**config.mk**
```make
export PLATFORM = sky130hd
export DESIGN_NAME = uhpsc_ctrl
export DESIGN_NICKNAME = d
export VERILOG_FILES = /design/src/uhpsc_pkg.sv /design/src/uhpsc_ctrl.sv /design/src/uhpsc_timer.sv
export SDC_FILE = /design/constraint.sdc
export NUM_CORES = 1
export LEC_CHECK = 0
export BUFFER_PORTS_ARGS = -buffer_cell sky130_fd_sc_hd__buf_2
export CORE_MARGIN = 3
export CORE_UTILIZATION = 55
export CTS_CLUSTER_DIAMETER = 30
export DETAILED_ROUTE_END_ITERATION = 10
export PLACE_DENSITY = 0.82
export SYNTH_ARGS = -nofsm -noshare
export SYNTH_HDL_FRONTEND = slang
export SYNTH_HIERARCHICAL = 1
export SYNTH_SLANG_ARGS = --single-unit
```
**constraint.sdc**
```tcl
create_clock -name MCLK -period 3.73 [get_ports MCLK]
set_input_delay 0 -clock MCLK [delete_from_list [all_inputs] [get_ports MCLK]]
set_output_delay 0 -clock MCLK [all_outputs]
set_load 0.05 [all_outputs]
```
**src/uhpsc_pkg.sv**
```systemverilog
// Constants and types of the host port state control block
package uhpsc_pkg;

  // Clock and timing
  localparam int unsigned CLK_PERIOD_NS = 10;
  localparam int unsigned HALT_STOP_NS  = 100;
  localparam int unsigned HALT_STOP_CYC = (HALT_STOP_NS + CLK_PERIOD_NS - 1) / CLK_PERIOD_NS;
  localparam int unsigned TMR_W         = 24;
  localparam int unsigned HCNT_W        = 4;

  // Bus geometry: register index times four is the byte address
  localparam int unsigned ADDR_W = 12;
  localparam int unsigned IDX_W  = 10;
  localparam logic [IDX_W-1:0] NEGO_LO_IDX   = 10'h160;
  localparam logic [IDX_W-1:0] NEGO_HI_IDX   = 10'h162;
  localparam logic [IDX_W-1:0] TEST_IDX      = 10'h164;
  localparam logic [IDX_W-1:0] PORT_STAT_IDX = 10'h166;
  localparam logic [1:0] RESP_OKAY   = 2'h0;
  localparam logic [1:0] RESP_SLVERR = 2'h2;

  // Field positions
  localparam int unsigned HALT_BIT       = 7;
  localparam int unsigned STATE_LSB      = 4;
  localparam int unsigned SPEED_LSB      = 4;
  localparam int unsigned CHIRP_WAIT_BIT = 1;
  localparam int unsigned WAKE_EN_BIT    = 0;
  localparam int unsigned ARM_BIT        = 7;
  localparam int unsigned FORCE_EN_BIT   = 4;
  localparam int unsigned SE0_NAK_BIT    = 3;
  localparam int unsigned TEST_J_BIT     = 2;
  localparam int unsigned TEST_K_BIT     = 1;
  localparam int unsigned TEST_PKT_BIT   = 0;
  localparam int unsigned CHIRP_ERR_BIT  = 0;
  localparam int unsigned WAKE_SEEN_BIT  = 1;
  localparam int unsigned RST_DONE_BIT   = 2;

  // Reset values and writable masks
  localparam logic [7:0] NEGO_HI_RST  = 8'h10;
  localparam logic [7:0] NEGO_HI_MASK = 8'h33;
  localparam logic [7:0] TEST_RST     = 8'h00;
  localparam logic [7:0] TEST_MASK    = 8'h9f;
  localparam logic [7:0] TEST_SEL_MSK = 8'h1f;
  localparam logic [7:0] STAT_RST     = 8'h00;
  localparam logic [7:0] DATA0_PID    = 8'hc3;

  localparam logic [1:0] SPD_HS = 2'h0;
  localparam logic [1:0] SPD_FS = 2'h1;
  localparam logic [1:0] SPD_LS = 2'h3;

  typedef enum logic [2:0] {
    HST_IDLE     = 3'b001,
    HST_WAIT_CON = 3'b010,
    HST_DISABLED = 3'b011,
    HST_RESET    = 3'b100,
    HST_OPER     = 3'b101,
    HST_SUSPEND  = 3'b110,
    HST_RESUME   = 3'b111
  } uhpsc_state_t;

  typedef enum logic [3:0] {
    CMD_IDLE     = 4'h1,
    CMD_WAIT_CON = 4'h2,
    CMD_DISABLED = 4'h3,
    CMD_RESET    = 4'h4,
    CMD_OPER     = 4'h5,
    CMD_SUSPEND  = 4'h6,
    CMD_RESUME   = 4'h7,
    CMD_WC_DIS   = 4'h9,
    CMD_WC_OP    = 4'ha,
    CMD_RST_OP   = 4'hc,
    CMD_SUS_OP   = 4'he,
    CMD_RES_OP   = 4'hf
  } uhpsc_cmd_t;

  typedef enum logic [1:0] {
    RPH_DRIVE = 2'b00,
    RPH_CHIRP = 2'b01,
    RPH_DONE  = 2'b10
  } uhpsc_rph_t;

  // Controls towards the transceiver and packet engine
  typedef struct packed {
    logic [7:0] tx_pid;
    logic       pkt_frame;
    logic [1:0] speed;
    logic       bus_reset;
    logic       host_chirp;
    logic       sof_en;
    logic       hs_rx;
    logic       drive_j;
    logic       drive_k;
    logic       suspend;
    logic       resume;
    logic       conn_det;
    logic       wake_det;
  } uhpsc_line_t;

endpackage : uhpsc_pkg

```
**src/uhpsc_ctrl.sv**
```systemverilog
// Host port state control with test modes, AXI4-Lite register slave
module uhpsc_ctrl #(
  parameter logic [uhpsc_pkg::TMR_W-1:0] BUS_RESET_CYC  = 24'h0003e8,
  parameter logic [uhpsc_pkg::TMR_W-1:0] CHIRP_WAIT_CYC = 24'h0001f4,
  parameter logic [uhpsc_pkg::TMR_W-1:0] HOST_CHIRP_CYC = 24'h0000c8,
  parameter logic [uhpsc_pkg::TMR_W-1:0] RESUME_CYC     = 24'h0003e8
) (
  input  wire logic                            MCLK,
  input  wire logic                            RESETN,
  input  wire logic [uhpsc_pkg::ADDR_W-1:0]    AWADDR,
  input  wire logic                            AWVALID,
  output logic                                 AWREADY,
  input  wire logic [31:0]                     WDATA,
  input  wire logic [3:0]                      WSTRB,
  input  wire logic                            WVALID,
  output logic                                 WREADY,
  output logic [1:0]                           BRESP,
  output logic                                 BVALID,
  input  wire logic                            BREADY,
  input  wire logic [uhpsc_pkg::ADDR_W-1:0]    ARADDR,
  input  wire logic                            ARVALID,
  output logic                                 ARREADY,
  output logic [31:0]                          RDATA,
  output logic [1:0]                           RRESP,
  output logic                                 RVALID,
  input  wire logic                            RREADY,
  input  wire logic                            PM_ACTIVE,
  input  wire logic                            DEV_CONNECT,
  input  wire logic                            DEV_CHIRP_DONE,
  input  wire logic                            REMOTE_WAKE,
  output uhpsc_pkg::uhpsc_line_t               LINE_CTRL
);

  logic [uhpsc_pkg::IDX_W-1:0] aw_idx_r;
  logic [7:0]                  wbyte_r;
  logic                        wlane_r;
  logic                        wr_go;
  logic                        wr_map;
  logic                        rd_map;
  logic [uhpsc_pkg::IDX_W-1:0] ar_idx;
  logic [7:0]                  rd_byte;
  logic                        wr_lo;
  logic                        wr_hi;
  logic                        wr_test;
  logic                        wr_stat;
  logic [7:0]                  nego_hi_r;
  logic [7:0]                  test_r;
  logic [7:0]                  stat_r;
  logic                        halt_r;
  logic                        frozen_r;
  logic [uhpsc_pkg::HCNT_W-1:0] halt_cnt_r;
  logic                        test_act_r;
  logic                        chain_r;
  logic                        chirp_to_r;
  logic                        chirp_err_p_r;
  logic                        rst_done_p_r;
  logic                        tmr_load_r;
  logic [uhpsc_pkg::TMR_W-1:0] tmr_val_r;
  logic                        tmr_expired;
  logic                        tmr_hit;
  logic                        auto_run;
  logic                        wake_det;
  logic                        cmd_ok;
  logic                        test_ok;
  logic [3:0]                  cmd;
  uhpsc_pkg::uhpsc_state_t     state_r;
  uhpsc_pkg::uhpsc_state_t     chain_tgt_r;
  uhpsc_pkg::uhpsc_rph_t       rph_r;
  uhpsc_pkg::uhpsc_line_t      line_nxt;

  // Write channel: address and data taken in either order
  assign wr_go   = ~AWREADY & ~WREADY & ~BVALID;
  assign wr_map  = (aw_idx_r == uhpsc_pkg::NEGO_LO_IDX) || (aw_idx_r == uhpsc_pkg::NEGO_HI_IDX)
                || (aw_idx_r == uhpsc_pkg::TEST_IDX) || (aw_idx_r == uhpsc_pkg::PORT_STAT_IDX);
  assign wr_lo   = wr_go & wlane_r & (aw_idx_r == uhpsc_pkg::NEGO_LO_IDX);
  assign wr_hi   = wr_go & wlane_r & (aw_idx_r == uhpsc_pkg::NEGO_HI_IDX);
  assign wr_test = wr_go & wlane_r & (aw_idx_r == uhpsc_pkg::TEST_IDX);
  assign wr_stat = wr_go & wlane_r & (aw_idx_r == uhpsc_pkg::PORT_STAT_IDX);

  always_ff @(posedge MCLK or negedge RESETN)
  begin
    if (!RESETN)
    begin
      AWREADY  <= 1'b1;
      WREADY   <= 1'b1;
      BVALID   <= 1'b0;
      BRESP    <= uhpsc_pkg::RESP_OKAY;
      aw_idx_r <= '0;
      wbyte_r  <= '0;
      wlane_r  <= 1'b0;
    end
    else
    begin
      if (AWVALID && AWREADY)
      begin
        AWREADY  <= 1'b0;
        aw_idx_r <= AWADDR[uhpsc_pkg::ADDR_W-1:2];
      end
      if (WVALID && WREADY)
      begin
        WREADY  <= 1'b0;
        wbyte_r <= WDATA[7:0];
        wlane_r <= WSTRB[0];
      end
      if (wr_go)
      begin
        AWREADY <= 1'b1;
        WREADY  <= 1'b1;
        BVALID  <= 1'b1;
        BRESP   <= wr_map ? uhpsc_pkg::RESP_OKAY : uhpsc_pkg::RESP_SLVERR;
      end
      else if (BVALID && BREADY)
      begin
        BVALID <= 1'b0;
      end
    end
  end

  // Read channel
  assign ar_idx = ARADDR[uhpsc_pkg::ADDR_W-1:2];
  assign rd_map = (ar_idx == uhpsc_pkg::NEGO_LO_IDX) || (ar_idx == uhpsc_pkg::NEGO_HI_IDX)
               || (ar_idx == uhpsc_pkg::TEST_IDX) || (ar_idx == uhpsc_pkg::PORT_STAT_IDX);

  always_comb
  begin
    rd_byte = 8'h00;
    if (ar_idx == uhpsc_pkg::NEGO_LO_IDX)
    begin
      rd_byte = {halt_r, state_r, 4'h0};
    end
    else if (ar_idx == uhpsc_pkg::NEGO_HI_IDX)
    begin
      rd_byte = PM_ACTIVE ? nego_hi_r : 8'h00;
    end
    else if (ar_idx == uhpsc_pkg::TEST_IDX)
    begin
      rd_byte = test_r;
    end
    else if (ar_idx == uhpsc_pkg::PORT_STAT_IDX)
    begin
      rd_byte = stat_r;
    end
  end

  always_ff @(posedge MCLK or negedge RESETN)
  begin
    if (!RESETN)
    begin
      ARREADY <= 1'b1;
      RVALID  <= 1'b0;
      RDATA   <= '0;
      RRESP   <= uhpsc_pkg::RESP_OKAY;
    end
    else if (ARVALID && ARREADY)
    begin
      ARREADY <= 1'b0;
      RVALID  <= 1'b1;
      RDATA   <= {24'h000000, rd_byte};
      RRESP   <= rd_map ? uhpsc_pkg::RESP_OKAY : uhpsc_pkg::RESP_SLVERR;
    end
    else if (RVALID && RREADY)
    begin
      RVALID  <= 1'b0;
      ARREADY <= 1'b1;
    end
  end

  // Software registers; hardware set wins over write-one clear
  always_ff @(posedge MCLK or negedge RESETN)
  begin
    if (!RESETN)
    begin
      nego_hi_r <= uhpsc_pkg::NEGO_HI_RST;
      test_r    <= uhpsc_pkg::TEST_RST;
      stat_r    <= uhpsc_pkg::STAT_RST;
    end
    else
    begin
      if (wr_hi)
      begin
        nego_hi_r <= wbyte_r & uhpsc_pkg::NEGO_HI_MASK;
      end
      if (wr_test)
      begin
        test_r <= wbyte_r & uhpsc_pkg::TEST_MASK;
      end
      stat_r <= (stat_r & ~(wr_stat ? wbyte_r : 8'h00))
              | {5'h00, rst_done_p_r, wake_det, chirp_err_p_r};
    end
  end

  // Halt: stop automatic handling, then self-clear
  always_ff @(posedge MCLK or negedge RESETN)
  begin
    if (!RESETN)
    begin
      halt_r     <= 1'b0;
      halt_cnt_r <= '0;
    end
    else if (wr_lo && wbyte_r[uhpsc_pkg::HALT_BIT])
    begin
      halt_r     <= 1'b1;
      halt_cnt_r <= '0;
    end
    else if (halt_r)
    begin
      halt_cnt_r <= halt_cnt_r + 1'b1;
      if (halt_cnt_r == uhpsc_pkg::HCNT_W'(uhpsc_pkg::HALT_STOP_CYC - 1))
      begin
        halt_r <= 1'b0;
      end
    end
  end

  assign cmd      = wbyte_r[3:0];
  assign cmd_ok   = wr_lo & ~wbyte_r[uhpsc_pkg::HALT_BIT] & ~halt_r
                  & (cmd inside {4'h1, 4'h2, 4'h3, 4'h4, 4'h5, 4'h6, 4'h7,
                                 4'h9, 4'ha, 4'hc, 4'he, 4'hf});
  assign test_ok  = wr_test & wbyte_r[uhpsc_pkg::ARM_BIT]
                  & (|(wbyte_r & uhpsc_pkg::TEST_SEL_MSK))
                  & frozen_r & ~halt_r
                  & (state_r inside {uhpsc_pkg::HST_WAIT_CON, uhpsc_pkg::HST_DISABLED,
                                     uhpsc_pkg::HST_SUSPEND});
  assign auto_run = ~halt_r & ~frozen_r;
  assign tmr_hit  = tmr_expired & ~tmr_load_r;
  assign wake_det = auto_run & nego_hi_r[uhpsc_pkg::WAKE_EN_BIT]
                  & (state_r == uhpsc_pkg::HST_SUSPEND) & REMOTE_WAKE;

  uhpsc_timer u_timer (
    .clk      (MCLK),
    .rst_n    (RESETN),
    .load     (tmr_load_r),
    .load_val (tmr_val_r),
    .run      (auto_run),
    .expired  (tmr_expired)
  );

  // Host state sequencing
  always_ff @(posedge MCLK or negedge RESETN)
  begin
    if (!RESETN)
    begin
      state_r       <= uhpsc_pkg::HST_IDLE;
      chain_tgt_r   <= uhpsc_pkg::HST_OPER;
      chain_r       <= 1'b0;
      rph_r         <= uhpsc_pkg::RPH_DONE;
      chirp_to_r    <= 1'b0;
      chirp_err_p_r <= 1'b0;
      rst_done_p_r  <= 1'b0;
      frozen_r      <= 1'b0;
      test_act_r    <= 1'b0;
      tmr_load_r    <= 1'b0;
      tmr_val_r     <= '0;
    end
    else
    begin
      tmr_load_r    <= 1'b0;
      chirp_err_p_r <= 1'b0;
      rst_done_p_r  <= 1'b0;
      if (halt_r)
      begin
        frozen_r <= 1'b1;
      end
      if (wr_test && wbyte_r == 8'h00)
      begin
        test_act_r <= 1'b0;
        state_r    <= uhpsc_pkg::HST_IDLE;
        chain_r    <= 1'b0;
        frozen_r   <= 1'b0;
      end
      else if (test_ok)
      begin
        test_act_r <= 1'b1;
      end
      else if (cmd_ok && !test_act_r)
      begin
        frozen_r   <= 1'b0;
        chain_r    <= cmd[3];
        chirp_to_r <= 1'b0;
        chain_tgt_r <= (cmd == uhpsc_pkg::CMD_WC_DIS) ? uhpsc_pkg::HST_DISABLED
                                                      : uhpsc_pkg::HST_OPER;
        case (cmd)
          uhpsc_pkg::CMD_IDLE:     state_r <= uhpsc_pkg::HST_IDLE;
          uhpsc_pkg::CMD_WAIT_CON: state_r <= uhpsc_pkg::HST_WAIT_CON;
          uhpsc_pkg::CMD_WC_DIS:   state_r <= uhpsc_pkg::HST_WAIT_CON;
          uhpsc_pkg::CMD_WC_OP:    state_r <= uhpsc_pkg::HST_WAIT_CON;
          uhpsc_pkg::CMD_DISABLED: state_r <= uhpsc_pkg::HST_DISABLED;
          uhpsc_pkg::CMD_OPER:     state_r <= uhpsc_pkg::HST_OPER;
          uhpsc_pkg::CMD_SUSPEND:  state_r <= uhpsc_pkg::HST_SUSPEND;
          uhpsc_pkg::CMD_SUS_OP:   state_r <= uhpsc_pkg::HST_SUSPEND;
          uhpsc_pkg::CMD_RESET, uhpsc_pkg::CMD_RST_OP:
          begin
            state_r    <= uhpsc_pkg::HST_RESET;
            rph_r      <= uhpsc_pkg::RPH_DRIVE;
            tmr_load_r <= 1'b1;
            tmr_val_r  <= (nego_hi_r[5:4] == uhpsc_pkg::SPD_HS) ? CHIRP_WAIT_CYC
                                                                 : BUS_RESET_CYC;
          end
          uhpsc_pkg::CMD_RESUME, uhpsc_pkg::CMD_RES_OP:
          begin
            state_r    <= uhpsc_pkg::HST_RESUME;
            tmr_load_r <= 1'b1;
            tmr_val_r  <= RESUME_CYC;
          end
          default:                 state_r <= state_r;
        endcase
      end
      else if (auto_run && !test_act_r)
      begin
        case (state_r)
          uhpsc_pkg::HST_WAIT_CON:
          begin
            if (DEV_CONNECT && chain_r)
            begin
              if (chain_tgt_r == uhpsc_pkg::HST_DISABLED)
              begin
                state_r <= uhpsc_pkg::HST_DISABLED;
                chain_r <= 1'b0;
              end
              else
              begin
                state_r    <= uhpsc_pkg::HST_RESET;
                rph_r      <= uhpsc_pkg::RPH_DRIVE;
                chirp_to_r <= 1'b0;
                tmr_load_r <= 1'b1;
                tmr_val_r  <= (nego_hi_r[5:4] == uhpsc_pkg::SPD_HS) ? CHIRP_WAIT_CYC
                                                                     : BUS_RESET_CYC;
              end
            end
          end
          uhpsc_pkg::HST_RESET:
          begin
            if (rph_r == uhpsc_pkg::RPH_DRIVE && nego_hi_r[5:4] == uhpsc_pkg::SPD_HS
                && DEV_CHIRP_DONE && (!chirp_to_r || nego_hi_r[uhpsc_pkg::CHIRP_WAIT_BIT]))
            begin
              rph_r      <= uhpsc_pkg::RPH_CHIRP;
              tmr_load_r <= 1'b1;
              tmr_val_r  <= HOST_CHIRP_CYC;
            end
            else if (rph_r == uhpsc_pkg::RPH_DRIVE && nego_hi_r[5:4] == uhpsc_pkg::SPD_HS
                     && tmr_hit && !chirp_to_r)
            begin
              chirp_to_r    <= 1'b1;
              chirp_err_p_r <= 1'b1;
              if (!nego_hi_r[uhpsc_pkg::CHIRP_WAIT_BIT])
              begin
                tmr_load_r <= 1'b1;
                tmr_val_r  <= BUS_RESET_CYC;
              end
            end
            else if ((rph_r == uhpsc_pkg::RPH_CHIRP && tmr_hit)
                     || (rph_r == uhpsc_pkg::RPH_DRIVE && tmr_hit
                         && (nego_hi_r[5:4] != uhpsc_pkg::SPD_HS
                             || (chirp_to_r && !nego_hi_r[uhpsc_pkg::CHIRP_WAIT_BIT]))))
            begin
              rph_r        <= uhpsc_pkg::RPH_DONE;
              rst_done_p_r <= 1'b1;
              if (chain_r)
              begin
                state_r <= chain_tgt_r;
                chain_r <= 1'b0;
              end
            end
          end
          uhpsc_pkg::HST_OPER:
          begin
            if (!DEV_CONNECT)
            begin
              state_r <= uhpsc_pkg::HST_WAIT_CON;
            end
          end
          uhpsc_pkg::HST_SUSPEND:
          begin
            if (wake_det && chain_r)
            begin
              state_r    <= uhpsc_pkg::HST_RESUME;
              tmr_load_r <= 1'b1;
              tmr_val_r  <= RESUME_CYC;
            end
          end
          uhpsc_pkg::HST_RESUME:
          begin
            if (tmr_hit && chain_r)
            begin
              state_r <= uhpsc_pkg::HST_OPER;
              chain_r <= 1'b0;
            end
          end
          default:
          begin
            state_r <= state_r;
          end
        endcase
      end
    end
  end

  // Line controls, registered before leaving the block
  always_comb
  begin
    line_nxt            = '0;
    line_nxt.speed      = nego_hi_r[5:4];
    line_nxt.conn_det   = auto_run & ~test_act_r;
    line_nxt.wake_det   = wake_det;
    line_nxt.bus_reset  = auto_run & (state_r == uhpsc_pkg::HST_RESET)
                        & (rph_r == uhpsc_pkg::RPH_DRIVE);
    line_nxt.host_chirp = auto_run & (state_r == uhpsc_pkg::HST_RESET)
                        & (rph_r == uhpsc_pkg::RPH_CHIRP);
    line_nxt.sof_en     = (state_r == uhpsc_pkg::HST_OPER) & ~test_act_r;
    line_nxt.suspend    = (state_r == uhpsc_pkg::HST_SUSPEND) & ~test_act_r;
    line_nxt.resume     = (state_r == uhpsc_pkg::HST_RESUME) & ~tmr_hit & ~test_act_r;
    if (test_act_r)
    begin
      line_nxt.speed     = uhpsc_pkg::SPD_HS;
      line_nxt.sof_en    = test_r[uhpsc_pkg::FORCE_EN_BIT];
      line_nxt.hs_rx     = test_r[uhpsc_pkg::SE0_NAK_BIT];
      line_nxt.drive_j   = test_r[uhpsc_pkg::TEST_J_BIT];
      line_nxt.drive_k   = test_r[uhpsc_pkg::TEST_K_BIT];
      line_nxt.pkt_frame = test_r[uhpsc_pkg::TEST_PKT_BIT];
      line_nxt.tx_pid    = test_r[uhpsc_pkg::TEST_PKT_BIT] ? uhpsc_pkg::DATA0_PID : 8'h00;
    end
  end

  always_ff @(posedge MCLK or negedge RESETN)
  begin
    if (!RESETN)
    begin
      LINE_CTRL <= '0;
    end
    else
    begin
      LINE_CTRL <= line_nxt;
    end
  end

endmodule : uhpsc_ctrl

```
**src/uhpsc_timer.sv**
```systemverilog
// Down counter shared by the timed host states
module uhpsc_timer (
  input  wire logic                           clk,
  input  wire logic                           rst_n,
  input  wire logic                           load,
  input  wire logic [uhpsc_pkg::TMR_W-1:0]    load_val,
  input  wire logic                           run,
  output logic                                expired
);

  logic [uhpsc_pkg::TMR_W-1:0] cnt_r;

  always_ff @(posedge clk or negedge rst_n)
  begin
    if (!rst_n)
    begin
      cnt_r <= '0;
    end
    else if (load)
    begin
      cnt_r <= load_val;
    end
    else if (run && cnt_r != '0)
    begin
      cnt_r <= cnt_r - 1'b1;
    end
  end

  assign expired = (cnt_r == '0);

endmodule : uhpsc_timer
```
==> metrics.yaml <==
status: "complete, no violations"
dpl.cell_count: 778
postLayoutCoreUtil_pct: 70.1
comb_power_share_pct: 30.4
drt_iter0_drc: 449
placed_area_mm2: 0.00636
cts_tree: "built"
wl_met1_um: 5650
rows: 37
final_max_slew_viol_count: 0
met3_length_um: 1100
pin_count: 133
synth_largest_area_cell: "dfrtp_1"
grt_max_degree: 74
die_w_um: 110
clock.fmax_mhz: 321
numCtsBuffers: 17
worstMarginPinSlew_ps: 939
clock_latency_ps: 530
ir_drop_mv: 0.527
start_util_pct: 56.9
antenna_found_initial: 1
netlist_top_cells_count: "dfrtp_1 (106), nand2_1 (55), mux2_2 (38), o21ai_0 (38), buf_4 (34)"
cellPowerDensity_mw_per_mm2: 719
highest_layer: "met5"
dieArea_mm2: 0.0121
period_minus_slack_ps: 3110
ys_warn_count: 6
cp.arrival_ps: 3520
hold_violations: 0
cts_buffer_depth: 2
yosysTopAreaCellShare_pct: 44.7
synth.distinct_cells: 77
cts-root-buf: "clkbuf_8"
n_antenna_cell: 0
drtPass1Iterations: 8
viasPerCell: 5.73
crit_fanout: 3
drcViolationCount: 0
synth_async_sr_flop_share_pct: 100
overflow: 0
required_ps: 4140
fin_nets: 771
gp_congestion: 0.878
grt_pass1_vias: 4881
final_area_mm2: 0.00730
seqPwrFrac_pct: 39.0
vias: 4844
leakage_uw: 0.00328
skew_ps: 7.14
rsz0062_at_grt: "no"
worstSetupEndpointType: "flop"
hpwl_um: 9240
grtUsageTotal_pct: 25.4
hp-class: "input pin to flop"
post_drt_wl_per_cell_um: 17.2
switching_share_pct: 37.1
fin_setup_tns_ps: 0
drive_above_1_share_pct: 25.4
synth_area_per_cell_um2: 10.4
post_cts_resized: 0
routed_wl_um: 14500
die_h_um: 110
crit_type: "flop to flop"
clockPowerShare_pct: 30.6
yosys-top-cells-area: "dfrtp_1 (45%), mux2_2 (7.2%), buf_4 (4.3%)"
critPathLaunchType: "flop"
fp.coreArea_mm2: 0.0104
final.period_utilization_pct: 83.4
synth-edff-count: 0
portBuffers: 71
ys.flop_type: "dfrtp_1"
cts.reportedPaths.clkPinSlew_ps: 60
synth_most_common_cell: "dfrtp_1"
syn_area_mm2: 0.00593
setup-violations-final: 0
ant_nets: 0
cap_violations: 0
rrSetupSlack_ps: 620
synth-seq-cells: 113
met2_length_um: 7430
slew_headroom_pct: 37.4
grt_pass1_wl_um: 23400
synth-seq-area-share_pct: 47.8
postSynthCellCount: 570
p_sw_uw: 1950
cts_max_level: 4
internal-power_uw: 3300
syn_to_final_growth_pct: 23.1
clock_sinks: 113
fin_cells: 845
layout make-up:
class | count | area [um^2]
fill | 746 | 3120
multi-input combinational | 435 | 2880
sequential | 113 | 2840
timing repair buffer | 114 | 768
clock buffer | 19 | 432
tap | 136 | 170
clock inverter | 13 | 163
inverter | 15 | 56.3
worst max-delay path, cell delays in order (launching register included):
cell and delay [ps]:
dfrtp_1 390, inv_1 120, ha_1 150, or4b_1 500
nor4_4 170, nand2_1 120, inv_1 80, nor3b_1 280
a21boi_0 420, a31oi_1 150, nor4_1 200, nor2_1 130
mux2_2 290
per-layer routing:
layer,vias to the layer above,global-route usage (%)
li1,2231,-
met1,2315,30.8
met2,248,42.5
met3,48,5.34
met4,2,12.7
met5,-,0
state kept, by name (all words and copies together), names as in the netlist, 5 cells and up:
register       flops
u_timer/cnt_r     24
LINE_CTRL         13
aw_idx_r          10
RDATA              8
stat_r             8
wbyte_r            8
test_r             6
tmr_val_r          5
power groups by stage:
stage,Combinational (uW),Clock [uW],Sequential (uW)
final,1590,1600,2050
after global routing,1740,1680,2100
after CTS,1570,1620,2030
after detailed placement,1530,0,2030
after global placement,1460,0,2010
after floorplan,1160,0,2010
final timing paths:
check | from | endpoint | cells after the start
max in group asynchronous | RESETN | nego_hi_r[4]$_DFFE_PN1P_ | 3
setup reg to reg | u_timer/cnt_r[0]$_DFFE_PN0P_ | state_r[2]$_DFFE_PN0P_ | 12
hold reg to reg | chirp_err_p_r$_DFF_PN0_ | stat_r[0]$_DFF_PN0_ | 1
setup / recovery | u_timer/cnt_r[0]$_DFFE_PN0P_ | state_r[2]$_DFFE_PN0P_ | 12
hold / removal | DEV_CONNECT | rph_r[1]$_DFFE_PN1P_ | 6
min in group asynchronous | RESETN | u_timer/cnt_r[12]$_DFFE_PN0P_ | 2
per-stage QoR:
stage / power, uW / setup WS [ps] / hold slack, ps
finish: 5250 / 618 / 91.2
global route: 5520 / 403 / 133
CTS: 5230 / 656 / 57.2
detailed placement: 3560 / 689 / 168
global placement: 3470 / 699 / 166
floorplan: 3170 / 662 / -296
repair_timing:
| action | 4_1_cts | 5_1_grt |
|---|---|---|
| hold buffers | 35 | 0 |
| endpoints found under the hold margin | 105 | 0 |
| endpoints found under the setup margin | 0 | 0 |
| buffers inserted | 0 | 0 |
cell families (layout without fill, tap and decap cells):
group,count (synthesis),count (layout),share of synthesized area (%)
other cells,1,46,0.0632
mux,50,50,9.58
buf+inv,67,161,6.56
simple gates,205,205,19.6
xor+xnor,24,24,3.54
fa+ha+maj,4,4,0.844
flops,113,113,47.8
compound gates,106,106,12.0
cells in the final DEF, fill, tap and decap left out, types with 7 or more instances in the layout:
cell             n
nor4_1          12
nor3_1           7
a21oi_1         12
xor2_1           8
nor2b_1         10
nor2_1          33
and2_1           7
inv_1           15
o21ai_0         38
nand4_1          9
mux2i_1          8
nand3_1         17
or3_1            7
dfrtp_1        106
nand2b_1         8
buf_2           70
mux2_2          38
dfstp_2          7
xnor2_1         16
buf_4            9
conb_1          46
dlygate4sd3_1   35
nand2_1         55
clkbuf_16       16
(Power assumes the default switching activity.)
